`src/rtl/phy_test_pkg.sv`:
```
// Package: register offsets, field positions, reset values and timing for the test control bank.
// Assumes a 100 MHz core clock and a 5-bit management register address.
package phy_test_pkg;

  localparam logic [4:0]  ADDR_DRV_TEST     = 5'h1B;
  localparam logic [4:0]  ADDR_CTRL_SECOND  = 5'h1C;
  localparam logic [4:0]  BCAST_PHY_ADDR    = 5'h1F;

  // First register field positions
  localparam int TALLY_LSB       = 8;
  localparam int RSVD7_BIT       = 7;
  localparam int MCLK_FORCE_BIT  = 6;
  localparam int CONT_BIT        = 5;
  localparam int PATEN_BIT       = 4;
  localparam int PULLUP_BIT      = 3;
  localparam int GAP_BIT         = 2;

  // Second register field positions
  localparam int SYNC_BIT        = 13;
  localparam int AUXRX_BIT       = 12;
  localparam int BCAST_BIT       = 11;
  localparam int LEGACY_BIT      = 10;
  localparam int SRST_BIT        = 9;
  localparam int AUXDIS_BIT      = 1;
  localparam int RSVD0_BIT       = 0;

  localparam logic [15:0] DRV_TEST_RESET    = 16'h0000;
  localparam logic [15:0] CTRL_SECOND_RESET = 16'h0000;
  localparam logic [15:0] CTRL_SECOND_WMASK = 16'h3E03;
  localparam logic [7:0]  TALLY_MAX         = 8'hFF;

  // Pattern select codes
  typedef enum logic [1:0] {
    PAT_DATA_A  = 2'b00,
    PAT_DATA_B  = 2'b01,
    PAT_LINK    = 2'b10,
    PAT_ONES    = 2'b11
  } pattern_t;

  // Timing
  localparam int CLK_MHZ          = 100;
  localparam int GAP_LONG_US      = 15;
  localparam int GAP_SHORT_US     = 10;
  localparam int GAP_LONG_CYC     = GAP_LONG_US * CLK_MHZ;
  localparam int GAP_SHORT_CYC    = GAP_SHORT_US * CLK_MHZ;
  localparam int SRST_HOLD_CYC    = 16;

endpackage

```
`src/rtl/phy_test_sync_if.sv`:
```
// Interface: synchronised selftest and link-clock event pulses between top and sampler.
// Assumes one core clock shared by both ends.
interface phy_test_sync_if;
  logic start_pulse;
  logic err_pulse;
  logic link_rise;
  modport producer (output start_pulse, output err_pulse, output link_rise);
  modport consumer (input start_pulse, input err_pulse, input link_rise);
endinterface

```
`src/rtl/phy_test_sampler.sv`:
```
// Sampler: two-flop synchronisers and edge detectors for outside event strobes.
// Assumes raw inputs come from other clock domains (link clock, test engine).
module phy_test_sampler (
  input  wire logic         clk_i,
  input  wire logic         rst_n_i,
  input  wire logic         start_raw_i,
  input  wire logic         err_raw_i,
  input  wire logic         link_clk_raw_i,
  phy_test_sync_if.producer ev
);

  logic [2:0] s1_reg;
  logic [2:0] s2_reg;
  logic [2:0] s3_reg;
  logic [2:0] s1_next;
  logic [2:0] s2_next;
  logic [2:0] s3_next;

  // Next values of the synchroniser chain
  always_comb begin
    s1_next = {link_clk_raw_i, err_raw_i, start_raw_i};
    s2_next = s1_reg;
    s3_next = s2_reg;
  end

  // Register the chain
  always_ff @(posedge clk_i or negedge rst_n_i) begin
    if (!rst_n_i) begin
      s1_reg <= 3'h0;
      s2_reg <= 3'h0;
      s3_reg <= 3'h0;
    end else begin
      s1_reg <= s1_next;
      s2_reg <= s2_next;
      s3_reg <= s3_next;
    end
  end

  // Rising edges of the second stage only
  assign ev.start_pulse = s2_reg[0] & ~s3_reg[0];
  assign ev.err_pulse   = s2_reg[1] & ~s3_reg[1];
  assign ev.link_rise   = s2_reg[2] & ~s3_reg[2];

endmodule

```
`src/rtl/phy_test_control_regs.sv`:
```
// Top: the two test/extended control registers of a 10/100 transceiver and the
// controls they drive. Assumes a management frame engine presents decoded accesses
// on the same clock; strobes from the selftest engine and the link clock are async.
////////////////////////////////////////////////////////////////////////////////
//
// Contract
// - Read-only 8-bit error tally in 15:8
// - Tally clears when selftest restarts
// - Tally saturates at FF, never wraps
// - Clock force bit drives TX and RX clocks
// - Continuous bit makes gapless pseudorandom transmit
// - Pattern select chooses driver test output
// - Gap select: 15 us set, 10 us clear
// - Pullup bit; only hard reset clears it (here a write of 0 also clears it)
// - Reserved second-register fields read zero (here bit 0 reads back as written)
// - Sync enable plus conditions: rx-clocked transmit
// - Otherwise transmit from local reference
// - Rx source at 100M puts rx on aux
// - Else aux output carries reference clock
// - Broadcast enable accepts writes to address 1F
// - Legacy mode reorders pins, enables aux output
// - Soft reset resets logic, keeps registers
// - Aux disable from strap, turns pin off
module phy_test_control_regs (
  input  wire logic        CLK_I,
  input  wire logic        RST_N_I,
  input  wire logic        WR_EN_I,
  input  wire logic        RD_EN_I,
  input  wire logic [4:0]  PHY_ADDR_I,
  input  wire logic [4:0]  LOCAL_ADDR_I,
  input  wire logic [4:0]  REG_ADDR_I,
  input  wire logic [15:0] WDATA_I,
  input  wire logic        AUX_DIS_STRAP_I,
  input  wire logic        SPEED_100_I,
  input  wire logic        MAC_MII_OR_RMII_MASTER_I,
  input  wire logic        SELFTEST_START_I,
  input  wire logic        SELFTEST_ERR_I,
  input  wire logic        LINK_CLK_I,
  output logic [15:0]      RDATA_O,
  output logic             WR_ACCEPT_O,
  output logic             MCLK_FORCE_O,
  output logic             SELFTEST_CONT_O,
  output logic             PAT_ONES_O,
  output logic             PAT_LINK_O,
  output logic             PAT_DATA_O,
  output logic             PAT_END_B_O,
  output logic             PAT_GAP_ACTIVE_O,
  output logic             PULLUP_EN_O,
  output logic             TX_FROM_RX_CLK_O,
  output logic             AUX_FROM_RX_O,
  output logic             AUX_OUT_EN_O,
  output logic             LEGACY_PINOUT_O,
  output logic             LOGIC_RST_N_O
);

  ////////////////////////////////////////////////////////////////////////////
  // Reset release
  logic rst_s1_reg;
  logic rst_s2_reg;
  logic rst_n;

  always_ff @(posedge CLK_I or negedge RST_N_I) begin
    if (!RST_N_I) begin
      rst_s1_reg <= 1'b0;
      rst_s2_reg <= 1'b0;
    end else begin
      rst_s1_reg <= 1'b1;
      rst_s2_reg <= rst_s1_reg;
    end
  end
  assign rst_n = rst_s2_reg;

  ////////////////////////////////////////////////////////////////////////////
  // Event sampling
  phy_test_sync_if ev ();

  phy_test_sampler u_sampler (
    .clk_i          (CLK_I),
    .rst_n_i        (rst_n),
    .start_raw_i    (SELFTEST_START_I),
    .err_raw_i      (SELFTEST_ERR_I),
    .link_clk_raw_i (LINK_CLK_I),
    .ev             (ev.producer)
  );

  ////////////////////////////////////////////////////////////////////////////
  // Registers
  logic [15:0] drv_test_selftest_ext_reg;
  logic [15:0] drv_test_selftest_ext_next;
  logic [15:0] phy_control_second_reg;
  logic [15:0] phy_control_second_next;
  logic        strap_done_reg;
  logic        strap_done_next;
  logic [4:0]  srst_cnt_reg;
  logic [4:0]  srst_cnt_next;
  logic        addr_ok;
  logic        wr_hit_a;
  logic        wr_hit_b;
  logic        srst_busy;
  logic [7:0]  tally;

  assign tally     = drv_test_selftest_ext_reg[15:8];
  assign srst_busy = srst_cnt_reg != 5'h00;
  // Own address, or the broadcast address when enabled
  assign addr_ok   = (PHY_ADDR_I == LOCAL_ADDR_I) ||
                     (phy_control_second_reg[phy_test_pkg::BCAST_BIT] &&
                      PHY_ADDR_I == phy_test_pkg::BCAST_PHY_ADDR);
  assign wr_hit_a  = WR_EN_I && addr_ok && REG_ADDR_I == phy_test_pkg::ADDR_DRV_TEST;
  assign wr_hit_b  = WR_EN_I && addr_ok && REG_ADDR_I == phy_test_pkg::ADDR_CTRL_SECOND;

  // Next values of the register bank
  always_comb begin
    drv_test_selftest_ext_next = drv_test_selftest_ext_reg;
    phy_control_second_next    = phy_control_second_reg;
    strap_done_next            = 1'b1;
    srst_cnt_next              = srst_cnt_reg;
    if (wr_hit_a) begin
      // Writable low byte; bit 7 kept as written
      drv_test_selftest_ext_next[7:0] = WDATA_I[7:0];
    end
    if (ev.start_pulse) begin
      drv_test_selftest_ext_next[15:8] = 8'h00;
    end else if (ev.err_pulse && tally != phy_test_pkg::TALLY_MAX) begin
      drv_test_selftest_ext_next[15:8] = tally + 8'h01;
    end
    if (wr_hit_b) begin
      phy_control_second_next = WDATA_I & phy_test_pkg::CTRL_SECOND_WMASK;
    end
    if (!strap_done_reg) begin
      phy_control_second_next[phy_test_pkg::AUXDIS_BIT] = AUX_DIS_STRAP_I;
    end
    if (srst_busy) begin
      srst_cnt_next = srst_cnt_reg - 5'h01;
      phy_control_second_next[phy_test_pkg::SRST_BIT] = 1'b1;
    end else if (phy_control_second_next[phy_test_pkg::SRST_BIT]) begin
      srst_cnt_next = 5'(phy_test_pkg::SRST_HOLD_CYC);
    end
    if (srst_busy && srst_cnt_reg == 5'h01) begin
      phy_control_second_next[phy_test_pkg::SRST_BIT] = 1'b0;
    end
  end

  // Register bank; only hard reset reaches it, soft reset leaves it intact
  always_ff @(posedge CLK_I or negedge rst_n) begin
    if (!rst_n) begin
      drv_test_selftest_ext_reg <= phy_test_pkg::DRV_TEST_RESET;
      phy_control_second_reg    <= phy_test_pkg::CTRL_SECOND_RESET;
      strap_done_reg            <= 1'b0;
      srst_cnt_reg              <= 5'h00;
    end else begin
      drv_test_selftest_ext_reg <= drv_test_selftest_ext_next;
      phy_control_second_reg    <= phy_control_second_next;
      strap_done_reg            <= strap_done_next;
      srst_cnt_reg              <= srst_cnt_next;
    end
  end

  ////////////////////////////////////////////////////////////////////////////
  // Pattern gap timer, counts microseconds worth of core cycles
  logic [10:0] gap_cnt_reg;
  logic [10:0] gap_cnt_next;
  logic        gap_active_next;
  logic        gap_active_reg;
  logic        pat_en;
  logic [1:0]  pat_sel;

  assign pat_en  = drv_test_selftest_ext_reg[phy_test_pkg::PATEN_BIT];
  assign pat_sel = drv_test_selftest_ext_reg[1:0];

  // Gap starts at a link-clock rising edge once the last gap has run out, except in the all-ones pattern
  always_comb begin
    gap_cnt_next    = gap_cnt_reg;
    gap_active_next = gap_cnt_reg != 11'h000;
    if (!pat_en || srst_busy) begin
      gap_cnt_next    = 11'h000;
      gap_active_next = 1'b0;
    end else if (gap_cnt_reg != 11'h000) begin
      gap_cnt_next = gap_cnt_reg - 11'h001;
    end else if (ev.link_rise && pat_sel != phy_test_pkg::PAT_ONES) begin
      gap_cnt_next = drv_test_selftest_ext_reg[phy_test_pkg::GAP_BIT] ?
                     11'(phy_test_pkg::GAP_LONG_CYC) :
                     11'(phy_test_pkg::GAP_SHORT_CYC);
      gap_active_next = 1'b1;
    end
  end

  always_ff @(posedge CLK_I or negedge rst_n) begin
    if (!rst_n) begin
      gap_cnt_reg    <= 11'h000;
      gap_active_reg <= 1'b0;
    end else begin
      gap_cnt_reg    <= gap_cnt_next;
      gap_active_reg <= gap_active_next;
    end
  end

  ////////////////////////////////////////////////////////////////////////////
  // Registered control outputs
  logic [14:0] ctl_next;
  logic [14:0] ctl_reg;
  logic        sync_ok;
  logic        aux_rx;
  logic        aux_en;

  assign sync_ok = phy_control_second_reg[phy_test_pkg::SYNC_BIT] && SPEED_100_I &&
                   MAC_MII_OR_RMII_MASTER_I;
  assign aux_rx  = phy_control_second_reg[phy_test_pkg::AUXRX_BIT] && SPEED_100_I;
  // Legacy pinout switches the aux output on even when the disable bit is set
  assign aux_en  = !phy_control_second_reg[phy_test_pkg::AUXDIS_BIT] ||
                   phy_control_second_reg[phy_test_pkg::LEGACY_BIT];

  // Decode of the control fields
  always_comb begin
    ctl_next     = 15'h0000;
    ctl_next[0]  = drv_test_selftest_ext_reg[phy_test_pkg::MCLK_FORCE_BIT];
    ctl_next[1]  = drv_test_selftest_ext_reg[phy_test_pkg::CONT_BIT];
    ctl_next[2]  = pat_en && pat_sel == phy_test_pkg::PAT_ONES;
    ctl_next[3]  = pat_en && pat_sel == phy_test_pkg::PAT_LINK;
    ctl_next[4]  = pat_en && !pat_sel[1];
    ctl_next[5]  = pat_en && pat_sel == phy_test_pkg::PAT_DATA_B;
    ctl_next[6]  = gap_active_reg;
    ctl_next[7]  = drv_test_selftest_ext_reg[phy_test_pkg::PULLUP_BIT];
    ctl_next[8]  = sync_ok;
    ctl_next[9]  = aux_rx;
    ctl_next[10] = aux_en;
    ctl_next[11] = phy_control_second_reg[phy_test_pkg::LEGACY_BIT];
    ctl_next[12] = !srst_busy;
    ctl_next[13] = wr_hit_a || wr_hit_b;
    ctl_next[14] = 1'b0;
  end

  always_ff @(posedge CLK_I or negedge rst_n) begin
    if (!rst_n) begin
      ctl_reg <= 15'h0000;
    end else begin
      ctl_reg <= ctl_next;
    end
  end

  assign MCLK_FORCE_O     = ctl_reg[0];
  assign SELFTEST_CONT_O  = ctl_reg[1];
  assign PAT_ONES_O       = ctl_reg[2];
  assign PAT_LINK_O       = ctl_reg[3];
  assign PAT_DATA_O       = ctl_reg[4];
  assign PAT_END_B_O      = ctl_reg[5];
  assign PAT_GAP_ACTIVE_O = ctl_reg[6];
  assign PULLUP_EN_O      = ctl_reg[7];
  assign TX_FROM_RX_CLK_O = ctl_reg[8];
  assign AUX_FROM_RX_O    = ctl_reg[9];
  assign AUX_OUT_EN_O     = ctl_reg[10];
  assign LEGACY_PINOUT_O  = ctl_reg[11];
  assign LOGIC_RST_N_O    = ctl_reg[12];
  assign WR_ACCEPT_O      = ctl_reg[13];

  ////////////////////////////////////////////////////////////////////////////
  // Read data, registered
  logic [15:0] rdata_next;
  logic [15:0] rdata_reg;

  always_comb begin
    rdata_next = 16'h0000;
    if (RD_EN_I && REG_ADDR_I == phy_test_pkg::ADDR_DRV_TEST) begin
      rdata_next = drv_test_selftest_ext_reg;
    end else if (RD_EN_I && REG_ADDR_I == phy_test_pkg::ADDR_CTRL_SECOND) begin
      rdata_next = phy_control_second_reg & phy_test_pkg::CTRL_SECOND_WMASK;
    end
  end

  always_ff @(posedge CLK_I or negedge rst_n) begin
    if (!rst_n) begin
      rdata_reg <= 16'h0000;
    end else begin
      rdata_reg <= rdata_next;
    end
  end
  assign RDATA_O = rdata_reg;

  ////////////////////////////////////////////////////////////////////////////
  // Checks
  chk_tally_sat: assert property (@(posedge CLK_I) disable iff (!rst_n)
    (tally == 8'hFF && !ev.start_pulse) |=> tally == 8'hFF)
    else $error("tally left saturation");
  chk_tally_clear: assert property (@(posedge CLK_I) disable iff (!rst_n)
    ev.start_pulse |=> tally == 8'h00)
    else $error("tally not cleared on restart");
  chk_tally_incr: assert property (@(posedge CLK_I) disable iff (!rst_n)
    (ev.err_pulse && !ev.start_pulse && tally != 8'hFF) |=> tally == $past(tally) + 8'h01)
    else $error("tally did not count error");
  chk_rsvd_zero: assert property (@(posedge CLK_I) disable iff (!rst_n)
    (phy_control_second_reg & ~phy_test_pkg::CTRL_SECOND_WMASK) == 16'h0000)
    else $error("reserved bits set");
  chk_srst_clear: assert property (@(posedge CLK_I) disable iff (!rst_n)
    $rose(srst_busy) |-> ##[1:20] !phy_control_second_reg[phy_test_pkg::SRST_BIT])
    else $error("soft reset never cleared");
  chk_srst_keep: assert property (@(posedge CLK_I) disable iff (!rst_n)
    (srst_busy && !wr_hit_a) |=>
      drv_test_selftest_ext_reg[7:0] == $past(drv_test_selftest_ext_reg[7:0]))
    else $error("soft reset changed registers");
  chk_sync_sel: assert property (@(posedge CLK_I) disable iff (!rst_n)
    (phy_control_second_reg[phy_test_pkg::SYNC_BIT] && SPEED_100_I &&
     MAC_MII_OR_RMII_MASTER_I) |=> TX_FROM_RX_CLK_O)
    else $error("transmit not rx-clocked");
  chk_aux_ref: assert property (@(posedge CLK_I) disable iff (!rst_n)
    (!phy_control_second_reg[phy_test_pkg::AUXRX_BIT] || !SPEED_100_I) |=> !AUX_FROM_RX_O)
    else $error("aux not on reference");
  chk_legacy_aux: assert property (@(posedge CLK_I) disable iff (!rst_n)
    phy_control_second_reg[phy_test_pkg::LEGACY_BIT] |=> AUX_OUT_EN_O)
    else $error("legacy mode left aux output off");
  chk_bcast_wr: assert property (@(posedge CLK_I) disable iff (!rst_n)
    (WR_EN_I && PHY_ADDR_I == 5'h1F && phy_control_second_reg[phy_test_pkg::BCAST_BIT]
     && REG_ADDR_I == phy_test_pkg::ADDR_DRV_TEST) |=> WR_ACCEPT_O)
    else $error("broadcast write refused");
  cov_saturate: cover property (@(posedge CLK_I) disable iff (!rst_n) tally == 8'hFF);
  cov_srst: cover property (@(posedge CLK_I) disable iff (!rst_n) $fell(srst_busy));
  cov_gap: cover property (@(posedge CLK_I) disable iff (!rst_n) $rose(gap_active_reg));

endmodule

```
`config.mk`:
```
export PLATFORM = sky130hd
export DESIGN_NAME = phy_test_control_regs
export DESIGN_NICKNAME = d
export VERILOG_FILES = /design/src/rtl/phy_test_pkg.sv /design/src/rtl/phy_test_sync_if.sv /design/src/rtl/phy_test_sampler.sv /design/src/rtl/phy_test_control_regs.sv
export SDC_FILE = /design/constraint.sdc
export NUM_CORES = 1
export LEC_CHECK = 0
export BUFFER_PORTS_ARGS = -buffer_cell sky130_fd_sc_hd__buf_4
export CORE_MARGIN = 1.5
export CORE_UTILIZATION = 54
export CTS_BUF_LIST = sky130_fd_sc_hd__clkbuf_16
export CTS_CLUSTER_DIAMETER = 100
export DETAILED_ROUTE_END_ITERATION = 10
export PLACE_DENSITY = 0.76
export SLEW_MARGIN = 25
export SYNTH_ARGS = -nofsm -noshare
export SYNTH_HDL_FRONTEND = slang
export SYNTH_HIERARCHICAL = 1
export SYNTH_SLANG_ARGS = --single-unit
```
`constraint.sdc`:
```
create_clock -name CLK_I -period 2.7 [get_ports CLK_I]
set_input_delay 0.27 -clock CLK_I [delete_from_list [all_inputs] [get_ports CLK_I]]
set_output_delay 0.27 -clock CLK_I [all_outputs]
set_load 0.01 [all_outputs]
```
-- Word level (Yosys, flattened, before mapping)
Cells that the tools add are included.
- register bits after elaboration: 82
- latch bits: 0
- RAM bits: 0
- ROM bits: 0
- bits of input ports: 41
- output and inout bits: 30
- logic and storage cells: 82
- memories: 0
- add/subtract/negate cells: 3
- multipliers: 0
- divide/modulo/power cells: 0
- order comparisons: 0
- equal/unequal tests: 11
- shift operators: 0
- multiplexer cells: 17
- bitwise logic cells: 6
- reduce and logical (&&, ||, !) cells: 29
- operator list (operator ; number):
    two-way mux 11 bit ; 4
    logical AND 1 bit ; 16
    two-way mux 16 bit ; 1
    two-way mux 8 bit ; 2
    equality test 5 bit (second input constant) ; 3
    two-way mux 14 bit ; 1
    nonzero test 11 bit ; 1
    subtractor 11 x 1 -> 11 bit (second input constant) ; 1
    two-way mux 10 bit ; 1
    two-way mux 5 bit ; 2
    adder 8 x 1 -> 8 bit (second input constant) ; 1
    inequality test 8 bit (second input constant) ; 1
    two-way mux 1 bit ; 6
    equality test 5 x 1 -> 1 bit (second input constant) ; 1
    equality test 5 bit ; 1
    nonzero test 5 bit ; 1
    subtractor 5 x 1 -> 5 bit (second input constant) ; 1
    equality test 2 bit (second input constant) ; 2
    logical NOT 1 bit ; 4
    logical OR 1 bit ; 4
    nonzero test 2 bit ; 2
    bitwise AND 1 bit ; 3
    inverter 1 bit ; 3
    nonzero test 3 bit ; 1
    other kinds (3) ; 3

-- Logic depth before layout (Yosys ltp)
- depth in word-level cells: 8
- mapped depth: 7
- depth with buffers taken out: 7

-- Cells and area by module
Netlist, hierarchy kept.
- by module, submodules not included (module ; times used ; cells an instance ; area each (um^2)):
    phy_test_control_regs ; 1 ; 262 ; 3079.2
    phy_test_sampler ; 1 ; 12 ; 266.5

-- Least setup slack after synthesis
OpenSTA, ideal clock, no wires.
- path kind: reg-to-reg
- from: register gap_cnt_reg[0]
- to: register gap_cnt_reg[5]
- library setup time: 79 ps
- arrival: 1718 ps
- data required time: 2621 ps
- path slack: 903 ps
- stages on the path, launching flop included: 7
- buffers on the path: 0
- period minus slack after synthesis: 1797 ps
- path through: dfrtp_1 inv_1 ha_1 nor3b_1 nand3_2 or3_1 a21oi_1
- cells in the longest elaborated chain, start to end: 3
- ends and longest elaborated chain (item ; line ; text):
    start: declaration ; phy_test_control_regs.sv:160 ; logic [10:0] gap_cnt_reg;
    start signal: assignment ; phy_test_control_regs.sv:192 ; gap_cnt_reg <= gap_cnt_next;
    subtractor 11 x 1 -> 11 bit / nonzero test 11 bit (equally long branches) ; phy_test_control_regs.sv:178, phy_test_control_regs.sv:177 ;
    two-way mux 11 bit ; phy_test_control_regs.sv:177 ; end else if (gap_cnt_reg != 11'h000) begin
    two-way mux 11 bit ; phy_test_control_regs.sv:174 ; if (!pat_en || srst_busy) begin
Several ways; a longest one is shown, not always the timed one.
A chain may end at the register's enable or synchronous reset.

-- Worst setup path in the final report
Ends and elaborated chain as after synthesis.

==> metrics <==
Resized Gates After CTS=0; nets=roughly 400; vias per std cell=between 5 and 6; Via Count=~2300; hold endpoint=u_sampler/s1_reg[0]$_DFF_PN0_; Port Buffers=between 60 and 70; initial antenna violation count=0; reg2reg start=gap_cnt_reg[0]$_DFFE_PN0P_; Root Driver=clkbuf_16; share of layout cells above drive strength 1=0.261; HPWL after detailed placement=between 4000 and 5000 µm; endpoint of the worst register-to-register path=gap_cnt_reg[5]$_DFFE_PN0P_; Tcrit/Tclk final=0.823; Async S/R FF share, synth=1.00; register bit count reported by yosys=slightly above 80; CTS clk-pin slew, worst paths=0.06 ns; DRT iter0 DRCs=110; first-pass GRT wire length=10500 µm; Max-Cap Viols=0; ys flop type=dfrtp_1; hold path cells=1; CP cell instances=inv_1 -> ha_1 -> nor3b_1 -> nand3_2 -> or3_1 -> a21oi_1; worst hold start=SELFTEST_START_I; TNS Setup=0 ns; status=completed; ANT cells=0; Worst Reg-to-Reg Cells=6; Die X=around 82 µm; Post-synth EDFFs=0; HP Class=input port to register; grt ovf=0; Detail Route Antenna Nets=0; synthesized area=3350 µm²; GRT Util Overall=0.217; clk_skew=0.00756 ns; Final Slew Violations=0; largest net degree at the start of global routing=81; Worst Tran Pin Value=slightly below 0.6 ns; min cycle time layout=2.22 ns; Core Area=5960 µm²; Worst VDD drop=approximately 540 µV; io pins=71; Max-slew headroom=0.603; H-tree depth=3; area delta synth->final=27.4%; slowest cell on the critical path=nor3b_1; clock buffer count from CTS=9; CP Capture Type=register; Site Rows=28; leakage power=~0.0022 µW; R2R setup slack=0.48 ns; clock tree sinks=82; RSZ-0062 raised after global routing=false; Avg Inst Size Synth=roughly 12 µm²; DR DRC count=0; die area=between 6000 and 7000 µm²; drt first pass iters=4; Initial Utilization=0.562; vias in the first global route=around 2200; Die H=81.7 µm; kind of critical path=register to register; clock latency on the worst-skew pair=0.33 ns; Worst EP required=~3 ns; Seq/Total Area, Yosys=0.613; final hold vios=0; RePlAce Congestion=roughly 0.8; Max Fclk=between 0.4 and 0.5 GHz; Synth cell types=45; CTS tree=done; worst stage delay on the critical path=~0.5 ns; Clock Path Buffers=2; Mapped Cells=between 200 and 300; crit path DAT=approximately 2.5 ns; drt total wl=6570 µm; overall power=between 2000 and 3000 µW; worst-path fanout max=9; Final Setup Violations=0; Syn. warnings=6; fillers=between 400 and 500; Startpoint Class=register; pwr dens=671 nW/µm²; wire length per cell=roughly 15 µm
-- placed cells by master, fill, tap and decap left out, types with 3 or more instances in the layout --
cell,instances
a21oi_1,14
a22o_1,7
a31oi_1,3
and2_1,13
and3_1,5
buf_4,68
clkbuf_16,9
dfrtp_1,81
ha_1,6
inv_1,9
mux2_1,13
nand2_1,16
nand3_1,6
nand3b_1,3
nand4_1,3
nor2_1,31
nor2b_4,3
nor3_1,10
xnor2_1,9
xor2_1,8
-- where the power goes --
group	internal, µW	total [µW]	switching (µW)
logic	157	304	147
registers	1300	1380	74.3
clock network	708	1180	474
total	2170	2860	695
-- worst max-delay path, delay by kind of cell (launching register included) --
kind                       cells  cell delay (ns)
buffers and inverters          1             0.11
and+or+nand+nor                3             1.23
DFF                            1             0.44
AOI/OAI and AO/OA              1             0.17
adders and majority gates      1             0.18
-- metal layers --
metal  wire length (µm)  part of all wire  GRT usage  up-vias
met5                  0                 0          0        -
met1               2900              0.44      0.282     1127
li1                   -                 -          -     1102
met2               3180              0.48      0.340       73
met3                420             0.064     0.0789        7
met4                 69             0.010     0.0712        0
-- stage by stage --
| step | hold WS (ns) | area (µm²) | instances | setup WS, ns | util |
|---|---|---|---|---|---|
| 6_report | 0.0470 | 4260 | 431 | 0.478 | 0.716 |
| 5_1_grt | 0.0310 | 4260 | 431 | 0.225 | 0.716 |
| 4_1_cts | 0.0376 | 4230 | 430 | 0.525 | 0.711 |
| 3_5_place_dp | 0.0531 | 3940 | 413 | 0.603 | 0.661 |
| 3_3_place_gp | 0.0528 | 3940 | 413 | 0.699 | 0.661 |
| 2_1_floorplan | -0.0256 | 3350 | 275 | 0.247 | - |
-- timing repair --
action,CTS,global route
hold endpoints to repair,2,0
buffers inserted,0,0
hold buffers,1,0
-- area by class of cell --
type	instances	area (µm²)	area share
timing repair buffer	70	548	0.129
clock buffer	9	225	0.0528
clock inverter	7	62.6	0.0147
tap	75	93.8	0.0220
inverter	7	26.3	0.00617
multi-input combinational	181	1250	0.293
sequential	82	2060	0.482
-- synthesized netlist by cell type (2+ instances only) --
master / n / area [µm²]
dfrtp_1: 82 / 2050
nor2_1: 31 / 116
nand2_1: 16 / 60.1
a21oi_1: 14 / 70.1
and2_1: 13 / 81.3
mux2_1: 13 / 146
nor3_1: 10 / 50.1
xnor2_1: 9 / 78.8
xor2_1: 8 / 70.1
a22o_1: 7 / 61.3
inv_1: 7 / 26.3
ha_1: 6 / 75.1
nand3_1: 6 / 30.0
and3_1: 5 / 31.3
a31oi_1: 3 / 18.8
nand3b_1: 3 / 22.5
nand4_1: 3 / 18.8
nor2b_4: 3 / 41.3
a211oi_1: 2 / 15.0
a311oi_1: 2 / 17.5
buf_2: 2 / 10.0
clkbuf_1: 2 / 7.51
mux2i_1: 2 / 20.0
nand2b_1: 2 / 12.5
nor4_1: 2 / 12.5
or3_1: 2 / 12.5
-- worst max path at each step --
stage,start,to,slack (ns),depth (start not counted)
after floorplan,rst_n$_DFF_PN0_,RDATA_O[0]$_DFF_PN0_,0.25,0
after global placement,gap_cnt_reg[0]$_DFFE_PN0P_,gap_cnt_reg[9]$_DFFE_PN0P_,0.70,6
after detailed placement,gap_cnt_reg[0]$_DFFE_PN0P_,gap_cnt_reg[9]$_DFFE_PN0P_,0.60,6
after CTS,gap_cnt_reg[0]$_DFFE_PN0P_,gap_cnt_reg[5]$_DFFE_PN0P_,0.53,6
after global routing,gap_cnt_reg[0]$_DFFE_PN0P_,gap_cnt_reg[5]$_DFFE_PN0P_,0.22,6
final,gap_cnt_reg[0]$_DFFE_PN0P_,gap_cnt_reg[5]$_DFFE_PN0P_,0.48,6
-- cell families (layout without fill, tap and decap cells) --
family	Yosys count	count (layout)	synth area share
AND/OR/NAND/NOR	106	106	0.177
adder cells (fa/ha/maj)	6	6	0.0224
XOR/XNOR	17	17	0.0445
AO/OA/AOI/OAI	34	34	0.0737
multiplexers	16	16	0.0539
other	1	2	0.00112
flip-flops	82	82	0.613
buffers and inverters	12	93	0.0142
(Power assumes the default switching activity.)
